--- src/pwm_tb_pkg.sv ---
package pwm_tb_pkg;

    // bus geometry
    localparam int ADDR_W = 8;
    localparam int DATA_W = 32;

    // register byte offsets
    localparam logic [7:0] CTRL_OFS = 8'h00;
    localparam logic [7:0] PERIOD_OFS = 8'h04;
    localparam logic [7:0] ACTIVE_OFS = 8'h08;
    localparam logic [7:0] TRIGGER_OFS = 8'h0c;
    localparam logic [7:0] COUNT_OFS = 8'h10;
    localparam logic [7:0] IRQ_STATUS_OFS = 8'h14;
    localparam logic [7:0] IRQ_MASK_OFS = 8'h18;

    // control register field positions
    localparam int BIT_MODULE_EN = 15;
    localparam int BIT_IDLE_STOP = 13;
    localparam int BIT_SE_PENDING = 12;
    localparam int BIT_SE_IRQ_EN = 11;
    localparam int BIT_IMM_UPDATE = 10;
    localparam int BIT_SYNC_POL = 9;
    localparam int BIT_SYNC_OEN = 8;

    // event bits of the interrupt status and mask registers
    localparam int EV_SPECIAL = 0;
    localparam int EV_PERIOD = 1;
    localparam int EV_SYNC = 2;
    localparam int EV_W = 3;

    // values after reset
    localparam logic [15:0] PERIOD_RESET = 16'hffff;
    localparam logic [15:0] TRIGGER_RESET = 16'h0000;
    localparam logic [2:0] IRQ_MASK_RESET = 3'h0;

endpackage

--- src/pwm_time_base.sv ---
`timescale 1ns/1ps
module pwm_time_base #(
    parameter int TB_W = 16
) (
    input wire logic clk, // module clock
    input wire logic rst, // async reset, active high
    input wire logic run, // count enable
    input wire logic restart, // force count to zero
    input wire logic [TB_W-1:0] active_period, // terminal count
    input wire logic [TB_W-1:0] trigger, // special event compare point
    output logic [TB_W-1:0] count, // current count
    output logic wrap, // pulse: period completed
    output logic hit // pulse: special event point reached
);

    typedef struct packed {
        logic [TB_W-1:0] count;
        logic wrap;
        logic hit;
    } tb_state_t;

    tb_state_t state_reg;
    tb_state_t state_next;

    ////////////////////////////////////////////////////////////////////////
    always_comb
    begin
        state_next = state_reg;
        state_next.wrap = 1'b0;
        state_next.hit = 1'b0;
        if (restart)
        begin
            state_next.count = '0;
        end
        else if (run)
        begin
            state_next.hit = (state_reg.count == trigger);
            // >= so that a period shrunk below the count still wraps
            if (state_reg.count >= active_period)
            begin
                state_next.count = '0;
                state_next.wrap = 1'b1;
            end
            else
            begin
                state_next.count = state_reg.count + 1'b1;
            end
        end
    end

    always_ff @(posedge clk or posedge rst)
    begin
        if (rst)
        begin
            state_reg <= '0;
        end
        else
        begin
            state_reg <= state_next;
        end
    end

    assign count = state_reg.count;
    assign wrap = state_reg.wrap;
    assign hit = state_reg.hit;

    ////////////////////////////////////////////////////////////////////////
    property p_tb_hold;
        @(posedge clk) disable iff (rst)
        (!run && !restart) |=> (count == $past(count)) && !hit;
    endproperty
    a_tb_hold: assert property (p_tb_hold)
        else $error("time base moved while halted");

endmodule // pwm_time_base

--- src/pwm_time_base_sync_control.sv ---
// Summary of operation
// - pending special event shows as a readable status bit, one while pending.
// - special event interrupt reaches the output only while its enable bit is one.
// - immediate update bit loads a written period at once; else load waits.
// - sync input is active high with polarity bit zero, active low with one.
// - sync output pulses only while the sync output enable bit is one.
// - module enable bit zero stops the whole time base.
// - with idle stop set, the time base halts while the CPU is idle.
//
// Implementation choices: the placing of the registers and register access over APB.
`timescale 1ns/1ps
module pwm_time_base_sync_control #(
    parameter int TB_W = 16
) (
    input wire logic REF_CLK, // 40 MHz module clock
    input wire logic RST, // async reset, active high
    input wire logic PSEL, // apb select
    input wire logic PENABLE, // apb access phase
    input wire logic PWRITE, // apb direction
    input wire logic [pwm_tb_pkg::ADDR_W-1:0] PADDR, // apb byte address
    input wire logic [pwm_tb_pkg::DATA_W-1:0] PWDATA, // apb write data
    output logic [pwm_tb_pkg::DATA_W-1:0] PRDATA, // apb read data
    output logic PREADY, // apb ready
    output logic PSLVERR, // apb error on unmapped address
    input wire logic CPU_IDLE, // cpu in idle mode
    input wire logic SYNC_IN, // external sync input
    output logic SYNC_OUT, // sync output pulse
    output logic IRQ // level interrupt
);
    import pwm_tb_pkg::*;

    typedef struct packed {
        logic module_en;
        logic idle_stop;
        logic se_irq_en;
        logic imm_update;
        logic sync_pol;
        logic sync_oen;
        logic [TB_W-1:0] period_buf;
        logic [TB_W-1:0] active_period;
        logic [TB_W-1:0] trigger;
        logic [EV_W-1:0] irq_status;
        logic [EV_W-1:0] irq_mask;
        logic sync_prev;
        logic [DATA_W-1:0] prdata;
        logic pready;
        logic pslverr;
        logic sync_out;
        logic irq;
    } ctrl_state_t;

    ctrl_state_t state_reg;
    ctrl_state_t state_next;

    logic [TB_W-1:0] tb_count;
    logic tb_wrap;
    logic tb_hit;
    logic tb_run;
    logic tb_restart;
    logic sync_active;
    logic sync_edge;
    logic wr_done;
    logic rd_start;
    logic [DATA_W-1:0] rd_word;

    function automatic logic is_mapped(input logic [ADDR_W-1:0] a);
        is_mapped = (a == CTRL_OFS) || (a == PERIOD_OFS) || (a == ACTIVE_OFS)
            || (a == TRIGGER_OFS) || (a == COUNT_OFS) || (a == IRQ_STATUS_OFS)
            || (a == IRQ_MASK_OFS);
    endfunction

    function automatic logic [EV_W-1:0] irq_gate(input logic se_en);
        irq_gate = {{(EV_W-1){1'b1}}, se_en};
    endfunction

    ////////////////////////////////////////////////////////////////////////
    // time base steering

    assign sync_active = SYNC_IN ^ state_reg.sync_pol;
    assign sync_edge = state_reg.module_en && sync_active && !state_reg.sync_prev;
    assign tb_run = state_reg.module_en && !(CPU_IDLE && state_reg.idle_stop);
    assign tb_restart = !state_reg.module_en || sync_edge;

    pwm_time_base #(
        .TB_W(TB_W)
    ) u_time_base (
        .clk(REF_CLK),
        .rst(RST),
        .run(tb_run),
        .restart(tb_restart),
        .active_period(state_reg.active_period),
        .trigger(state_reg.trigger),
        .count(tb_count),
        .wrap(tb_wrap),
        .hit(tb_hit)
    );

    ////////////////////////////////////////////////////////////////////////
    // apb slave: one wait state, ready is registered
    assign wr_done = PSEL && PENABLE && PWRITE && state_reg.pready;
    assign rd_start = PSEL && PENABLE && !state_reg.pready;

    always_comb
    begin
        rd_word = '0;
        unique case (PADDR)
            CTRL_OFS:
            begin
                rd_word[BIT_MODULE_EN] = state_reg.module_en;
                rd_word[BIT_IDLE_STOP] = state_reg.idle_stop;
                rd_word[BIT_SE_PENDING] = state_reg.irq_status[EV_SPECIAL];
                rd_word[BIT_SE_IRQ_EN] = state_reg.se_irq_en;
                rd_word[BIT_IMM_UPDATE] = state_reg.imm_update;
                rd_word[BIT_SYNC_POL] = state_reg.sync_pol;
                rd_word[BIT_SYNC_OEN] = state_reg.sync_oen;
            end
            PERIOD_OFS: rd_word[TB_W-1:0] = state_reg.period_buf;
            ACTIVE_OFS: rd_word[TB_W-1:0] = state_reg.active_period;
            TRIGGER_OFS: rd_word[TB_W-1:0] = state_reg.trigger;
            COUNT_OFS: rd_word[TB_W-1:0] = tb_count;
            IRQ_STATUS_OFS: rd_word[EV_W-1:0] = state_reg.irq_status;
            IRQ_MASK_OFS: rd_word[EV_W-1:0] = state_reg.irq_mask;
            default: rd_word = '0;
        endcase
    end

    ////////////////////////////////////////////////////////////////////////
    always_comb
    begin
        state_next = state_reg;
        state_next.pready = rd_start;
        state_next.pslverr = rd_start && !is_mapped(PADDR);
        state_next.prdata = (rd_start && !PWRITE) ? rd_word : '0;
        state_next.sync_prev = sync_active;

        // deferred period load at the end of each period
        if (tb_wrap)
        begin
            state_next.active_period = state_reg.period_buf;
        end

        // software writes; clears come first so a same-cycle event wins
        if (wr_done)
        begin
            unique case (PADDR)
                CTRL_OFS:
                begin
                    state_next.module_en = PWDATA[BIT_MODULE_EN];
                    state_next.idle_stop = PWDATA[BIT_IDLE_STOP];
                    state_next.se_irq_en = PWDATA[BIT_SE_IRQ_EN];
                    state_next.imm_update = PWDATA[BIT_IMM_UPDATE];
                    state_next.sync_pol = PWDATA[BIT_SYNC_POL];
                    state_next.sync_oen = PWDATA[BIT_SYNC_OEN];
                    if (PWDATA[BIT_SE_PENDING])
                    begin
                        state_next.irq_status[EV_SPECIAL] = 1'b0;
                    end
                end
                PERIOD_OFS:
                begin
                    state_next.period_buf = PWDATA[TB_W-1:0];
                    if (state_reg.imm_update)
                    begin
                        state_next.active_period = PWDATA[TB_W-1:0];
                    end
                end
                TRIGGER_OFS: state_next.trigger = PWDATA[TB_W-1:0];
                IRQ_STATUS_OFS:
                begin
                    state_next.irq_status = state_reg.irq_status & ~PWDATA[EV_W-1:0];
                end
                IRQ_MASK_OFS: state_next.irq_mask = PWDATA[EV_W-1:0];
                default:
                begin
                    // read-only or unmapped: write ignored
                end
            endcase
        end

        if (tb_hit)
        begin
            state_next.irq_status[EV_SPECIAL] = 1'b1;
        end
        if (tb_wrap)
        begin
            state_next.irq_status[EV_PERIOD] = 1'b1;
        end
        if (sync_edge)
        begin
            state_next.irq_status[EV_SYNC] = 1'b1;
        end

        state_next.sync_out = state_reg.sync_oen && tb_wrap;

        state_next.irq = |(state_next.irq_status & state_next.irq_mask
            & irq_gate(state_next.se_irq_en));
    end

    always_ff @(posedge REF_CLK or posedge RST)
    begin
        if (RST)
        begin
            state_reg <= '0;
            state_reg.period_buf <= PERIOD_RESET[TB_W-1:0];
            state_reg.active_period <= PERIOD_RESET[TB_W-1:0];
            state_reg.trigger <= TRIGGER_RESET[TB_W-1:0];
            state_reg.irq_mask <= IRQ_MASK_RESET;
        end
        else
        begin
            state_reg <= state_next;
        end
    end

    assign PRDATA = state_reg.prdata;
    assign PREADY = state_reg.pready;
    assign PSLVERR = state_reg.pslverr;
    assign SYNC_OUT = state_reg.sync_out;
    assign IRQ = state_reg.irq;

    ////////////////////////////////////////////////////////////////////////
    // checks

    property p_pending_read;
        @(posedge REF_CLK) disable iff (RST)
        (rd_start && !PWRITE && PADDR == CTRL_OFS)
            |=> PRDATA[BIT_SE_PENDING] == $past(state_reg.irq_status[EV_SPECIAL]);
    endproperty
    a_pending_read: assert property (p_pending_read)
        else $error("pending bit readback wrong");

    property p_se_gate;
        @(posedge REF_CLK) disable iff (RST)
        (!state_reg.se_irq_en && (state_reg.irq_status[EV_W-1:1]
            & state_reg.irq_mask[EV_W-1:1]) == '0) |-> !IRQ;
    endproperty
    a_se_gate: assert property (p_se_gate)
        else $error("special event interrupt raised while disabled");

    property p_imm_load;
        @(posedge REF_CLK) disable iff (RST)
        (wr_done && PADDR == PERIOD_OFS && state_reg.imm_update)
            |=> state_reg.active_period == $past(PWDATA[TB_W-1:0]);
    endproperty
    a_imm_load: assert property (p_imm_load)
        else $error("immediate period load missed");

    property p_deferred_load;
        @(posedge REF_CLK) disable iff (RST)
        (wr_done && PADDR == PERIOD_OFS && !state_reg.imm_update && !tb_wrap)
            |=> $stable(state_reg.active_period);
    endproperty
    a_deferred_load: assert property (p_deferred_load)
        else $error("deferred period loaded early");

    property p_sync_polarity;
        @(posedge REF_CLK) disable iff (RST)
        (state_reg.module_en && (SYNC_IN != state_reg.sync_pol) && !state_reg.sync_prev)
            |=> tb_count == '0 && state_reg.irq_status[EV_SYNC];
    endproperty
    a_sync_polarity: assert property (p_sync_polarity)
        else $error("sync input edge not honoured");

    property p_sync_out_off;
        @(posedge REF_CLK) disable iff (RST)
        SYNC_OUT |-> $past(state_reg.sync_oen) && $past(tb_wrap);
    endproperty
    a_sync_out_off: assert property (p_sync_out_off)
        else $error("sync output driven while disabled");

    property p_sync_out_on;
        @(posedge REF_CLK) disable iff (RST)
        // a zero period wraps every cycle, so the pulse may legally repeat
        (state_reg.sync_oen && tb_wrap) |=> SYNC_OUT
            ##1 (SYNC_OUT == ($past(state_reg.sync_oen) && $past(tb_wrap)));
    endproperty
    a_sync_out_on: assert property (p_sync_out_on)
        else $error("sync output pulse missing");

    property p_module_off;
        @(posedge REF_CLK) disable iff (RST)
        !state_reg.module_en |=> tb_count == '0 && !tb_wrap && !tb_hit;
    endproperty
    a_module_off: assert property (p_module_off)
        else $error("time base ran while module disabled");

    property p_idle_halt;
        @(posedge REF_CLK) disable iff (RST)
        (state_reg.module_en && state_reg.idle_stop && CPU_IDLE && !sync_edge)
            |=> $stable(tb_count);
    endproperty
    a_idle_halt: assert property (p_idle_halt)
        else $error("time base ran in idle with stop set");

    property p_pending_set;
        @(posedge REF_CLK) disable iff (RST)
        tb_hit |=> state_reg.irq_status[EV_SPECIAL];
    endproperty
    a_pending_set: assert property (p_pending_set)
        else $error("special event did not set pending");

endmodule // pwm_time_base_sync_control

--- config.mk ---
export PLATFORM = sky130hd
export DESIGN_NAME = pwm_time_base_sync_control
export DESIGN_NICKNAME = d
export VERILOG_FILES = /design/src/pwm_tb_pkg.sv /design/src/pwm_time_base.sv /design/src/pwm_time_base_sync_control.sv
export SDC_FILE = /design/constraint.sdc
export NUM_CORES = 1
export LEC_CHECK = 0
export ABC_AREA = 1
export BUFFER_PORTS_ARGS = -buffer_cell sky130_fd_sc_hd__clkbuf_2
export CAP_MARGIN = 20
export CORE_MARGIN = 2
export CORE_UTILIZATION = 50
export DETAILED_ROUTE_END_ITERATION = 7
export PLACE_DENSITY = 0.81
export SETUP_SLACK_MARGIN = 0.05
export SKIP_LAST_GASP = 1
export SYNTH_ARGS = -nofsm -noshare
export SYNTH_HDL_FRONTEND = slang
export SYNTH_SLANG_ARGS = --single-unit
--- constraint.sdc ---
create_clock -name REF_CLK -period 5.7 [get_ports REF_CLK]
set_input_delay 0.57 -clock REF_CLK [delete_from_list [all_inputs] [get_ports REF_CLK]]
set_output_delay 0.57 -clock REF_CLK [all_outputs]
set_load 0.03 [all_outputs]
==> results.md <==
- Setup repair after global routing left no endpoint under its margin.
- The cell type with the largest total area after synthesis is sky130_fd_sc_hd__dfrtp_1.
- After clock tree synthesis, the clock-pin slew on the worst setup and hold paths is about 0.070 ns.
- The critical path is of the flip-flop to flip-flop type.
- Setup total negative slack on the finished layout was measured at 0 ns.
- At the end of the flow the core is filled with cells to 55.0%.
- The number of detailed-route iterations in the first pass is 5.
- The data required time of the worst path is 5.97 ns.
- The final period demand of the worst path is between 2 and 2.5 ns.
- The post-synth design cell area is around 0.0060 mm2.
- The number of buffers inserted during clock tree synthesis is 9.
- The post-synthesis area per instance is 7.90 um2.
- The total number of H-tree levels is 3.
- The growth of design area from synthesis to finish is 6.12%.
- The number of clock sinks is 99.
- The first global-routing pass estimated 23700 um of wire.
- The die outline height is 113 um.
- The worst slew slack as a fraction of its limit is 37.8%.
- After Yosys synthesis, full adders, half adders and majority gates account for under 10% of the synthesized area.
- The weighted congestion at the end of routability-driven global placement is approximately 0.9.
- The clock arrives with 0.00753 ns of skew.
- The core region area is 0.0115 mm2.
- The total global routing track utilization is 23.5%.
- The clock insertion delay at the later pin of the skew report is 0.35 ns.
- The net count reported at finish is 838.
- The post-CTS setup repair buffer count is 0.
- The cell that appears most often on the critical path is sky130_fd_sc_hd__o21ai_0.
- The wire-length estimate of the detail-placed layout is 9960 um.
- The worst stage delay on the critical path is 0.63 ns.
- For this design, the slowest cell found on the critical path is sky130_fd_sc_hd__a21oi_2.
- The post-synthesis compound-gate area fraction is about 12%.
- Leaving out fill and tap cells, the most frequent cell in the layout is sky130_fd_sc_hd__nand2_1.
- The worst-case clock buffer depth is 2.
- Yosys attributes the largest share of cell area to sky130_fd_sc_hd__dfrtp_1 (28%), sky130_fd_sc_hd__dfstp_2 (14%), sky130_fd_sc_hd__nand2_1 (12%).
- The number of gates resized after CTS was 0.
- The dominant combinational cell family by area after synthesis is simple AND/OR/NAND/NOR gates.
- The kind of start point of the critical path is a flip-flop.
- The static power due to leakage is slightly above 3 nW.
- The number of design-rule violations left by the first detailed-router iteration is 627.
- The max-slew violation count was 0.
- The floorplan has 39 rows.
- Summing the sequential cell areas from Yosys gives between 40% and 50% of the chip area.
- The synthesized netlist devotes 2.35% of its cell area to XOR and XNOR gates.
- In the final routed layout, each cell accounts on average for 15.5 um.
- The die covers around 0.013 mm2.
- Data on the critical path arrives at its endpoint at 2.45 ns.
- The run finished with clean final reports.
- The library cells used most frequently in the layout, excluding fill and tap cells, are sky130_fd_sc_hd__nand2_1 (194), sky130_fd_sc_hd__inv_1 (80), sky130_fd_sc_hd__dfrtp_1 (67).
- Across the VDD grid, the largest voltage drop is 161 uV.
- The total area of multi-input combinational cells is 0.00274 mm2.
- The count of max-cap constraint violations is 0.
- The initial cell density of the core is 51.9%.
- The width of the die is between 100 and 150 um.
- In this run the worst path has a maximum fanout of 16.
- 0 antenna diodes ended up in the layout.
- The kind of cell with the highest combined delay along the critical path is compound AO/OA/AOI/OAI gates.
- The power density over the cells is between 200 and 250 mW/mm2.
- At the pin with the least slew margin, the transition time is around 0.93 ns.
- The global-route congestion overflow total is 0.
- The overall routed net length is between 10000 and 15000 um.
- The hold-fix buffer count after cts is 0.
- The clock tree from TritonCTS is done.
- The post-synthesis mux area share is 0%.
- Traced cell by cell, the critical path runs through inv_1, ha_1, a21oi_1, o21ai_0, a21oi_2, nand2_1, o21ai_0.
- In the routed layout, each cell is associated on average with a via count of between 5 and 6.
- The synthesized netlist contains 41 unique library cells.
- In the routed design, unresolved DRC markers number 0.
- In this run the remaining antenna-violating nets after routing total 0.
- The synthesized design contains 99 register bits.
- The count of endpoints failing hold in the final timing report is 0.
- Timing would allow up to about 460 MHz.
- Of the total synthesized cell area, the portion taken by AND, OR, NAND and NOR gates is between 20% and 30%.
- The critical path starts at state_reg[70].
- The number of ports placed on the die boundary is 83.
- In this run the clock root is driven by a sky130_fd_sc_hd__clkbuf_16.
- Across the whole layout, storage elements account for roughly 0.0025 mm2.
- The number of buffer cells added on primary ports is 50.
- The final critical path takes up a little under two fifths of the cycle.
- The proportion of netlist area held by the largest area contributor is 28.1%.
- The ratio of cells with drive above 1 in the final layout is between 10% and 20%.
- The routed layout has 5070 vias.
- The number of synthesis warnings is 0.
- In this run the worst hold path is classified as input port to asynchronous set/reset pin.
- The via count of the first global-routing pass is between 4000 and 5000.
- The layout has roughly 1000 filler cells.
- The startpoint of the most critical register-to-register path is state_reg[70].
- Together, buffers and inverters on the worst path number 1.
- The kind of end point of the critical path is a flip-flop.
- The largest net degree at the start of global routing is 75.
- The synthesized instance count is 756.
- The register with the most flip-flops in the layout has 61 of them.
- Setup violations remaining at the end of the flow were counted as 0.
- The number of antenna violations at the first check in global routing is 0.
==> per-stage QoR <==
stage                     power (W)  area, um2  hold slack, ns  worst slack, ns  cells
after floorplan            0.000807       6030           0.446             2.59    771
after detailed placement   0.000827       6030           0.466             3.29    906
after CTS                   0.00145       6340           0.174             3.56    922
after global placement     0.000825       6030           0.463             3.35    906
after global routing        0.00149       6340           0.198             3.36    922
final                       0.00145       6340           0.164             3.52    922
==> final cells by class <==
class | count | area share (%)
timing repair buffer | 52 | 4.18
clock buffer | 11 | 3.83
tap | 143 | 2.82
inverter | 88 | 5.29
multi-input combinational | 524 | 43.2
sequential | 99 | 39.7
clock inverter | 5 | 0.967
==> logic make-up after synthesis <==
logic type	after synthesis
flip-flops	99
XOR/XNOR	16
adder cells (fa/ha/maj)	17
other	1
AND/OR/NAND/NOR	345
buffers and inverters	148
AO/OA/AOI/OAI	130
==> metal layers <==
metal / wire, um / GRT usage [%]
met1: 6230 / 31.2
met4: 272 / 8.62
met3: 949 / 4.61
met2: 6820 / 38.6
met5: 0 / 0
==> synthesized netlist by cell type <==
cell	number
sky130_fd_sc_hd__a31oi_1	1
sky130_fd_sc_hd__buf_2	13
sky130_fd_sc_hd__o211ai_1	5
sky130_fd_sc_hd__dfrtp_1	67
sky130_fd_sc_hd__inv_2	5
sky130_fd_sc_hd__nor2_1	61
sky130_fd_sc_hd__nand2_2	9
sky130_fd_sc_hd__dfstp_2	32
sky130_fd_sc_hd__or2_2	1
sky130_fd_sc_hd__inv_1	81
sky130_fd_sc_hd__o21ai_1	47
sky130_fd_sc_hd__inv_4	1
sky130_fd_sc_hd__conb_1	1
sky130_fd_sc_hd__a21oi_1	7
sky130_fd_sc_hd__nand3_2	2
sky130_fd_sc_hd__o21a_1	1
sky130_fd_sc_hd__clkbuf_2	1
sky130_fd_sc_hd__a21oi_2	7
sky130_fd_sc_hd__nand4_1	24
sky130_fd_sc_hd__buf_4	33
sky130_fd_sc_hd__ha_1	17
sky130_fd_sc_hd__nor2_4	6
sky130_fd_sc_hd__nor2_2	2
sky130_fd_sc_hd__nor4_1	1
sky130_fd_sc_hd__nand3_4	2
sky130_fd_sc_hd__xor2_1	6
sky130_fd_sc_hd__a41oi_1	1
sky130_fd_sc_hd__nand2_1	194
sky130_fd_sc_hd__clkbuf_1	3
sky130_fd_sc_hd__o21ai_0	43
sky130_fd_sc_hd__o22ai_1	9
sky130_fd_sc_hd__buf_6	10
sky130_fd_sc_hd__nor3_1	1
sky130_fd_sc_hd__xnor2_1	10
sky130_fd_sc_hd__clkinv_1	1
sky130_fd_sc_hd__nand3_1	36
sky130_fd_sc_hd__nor2_8	2
sky130_fd_sc_hd__o21bai_1	2
sky130_fd_sc_hd__o211ai_2	1
sky130_fd_sc_hd__o21ai_2	6
sky130_fd_sc_hd__nand2_4	4
==> final timing paths <==
path,end,slack (ns),depth (start not counted)
setup reg to reg,u_time_base.count[0],3.52,7
min in group REF_CLK,state_reg[36],0.43,2
hold / removal,PRDATA[0],0.16,2
max in group asynchronous,state_reg[51],4.32,3
setup / recovery,u_time_base.count[0],3.52,7
hold reg to reg,state_reg[40],0.48,2
==> where the power goes <==
group | switching, W | internal [W]
combinational | 0.0000786 | 0.0000224
clock | 0.000275 | 0.000355
sequential | 0.00000275 | 0.000711
Power figures use the tool's default switching activity.
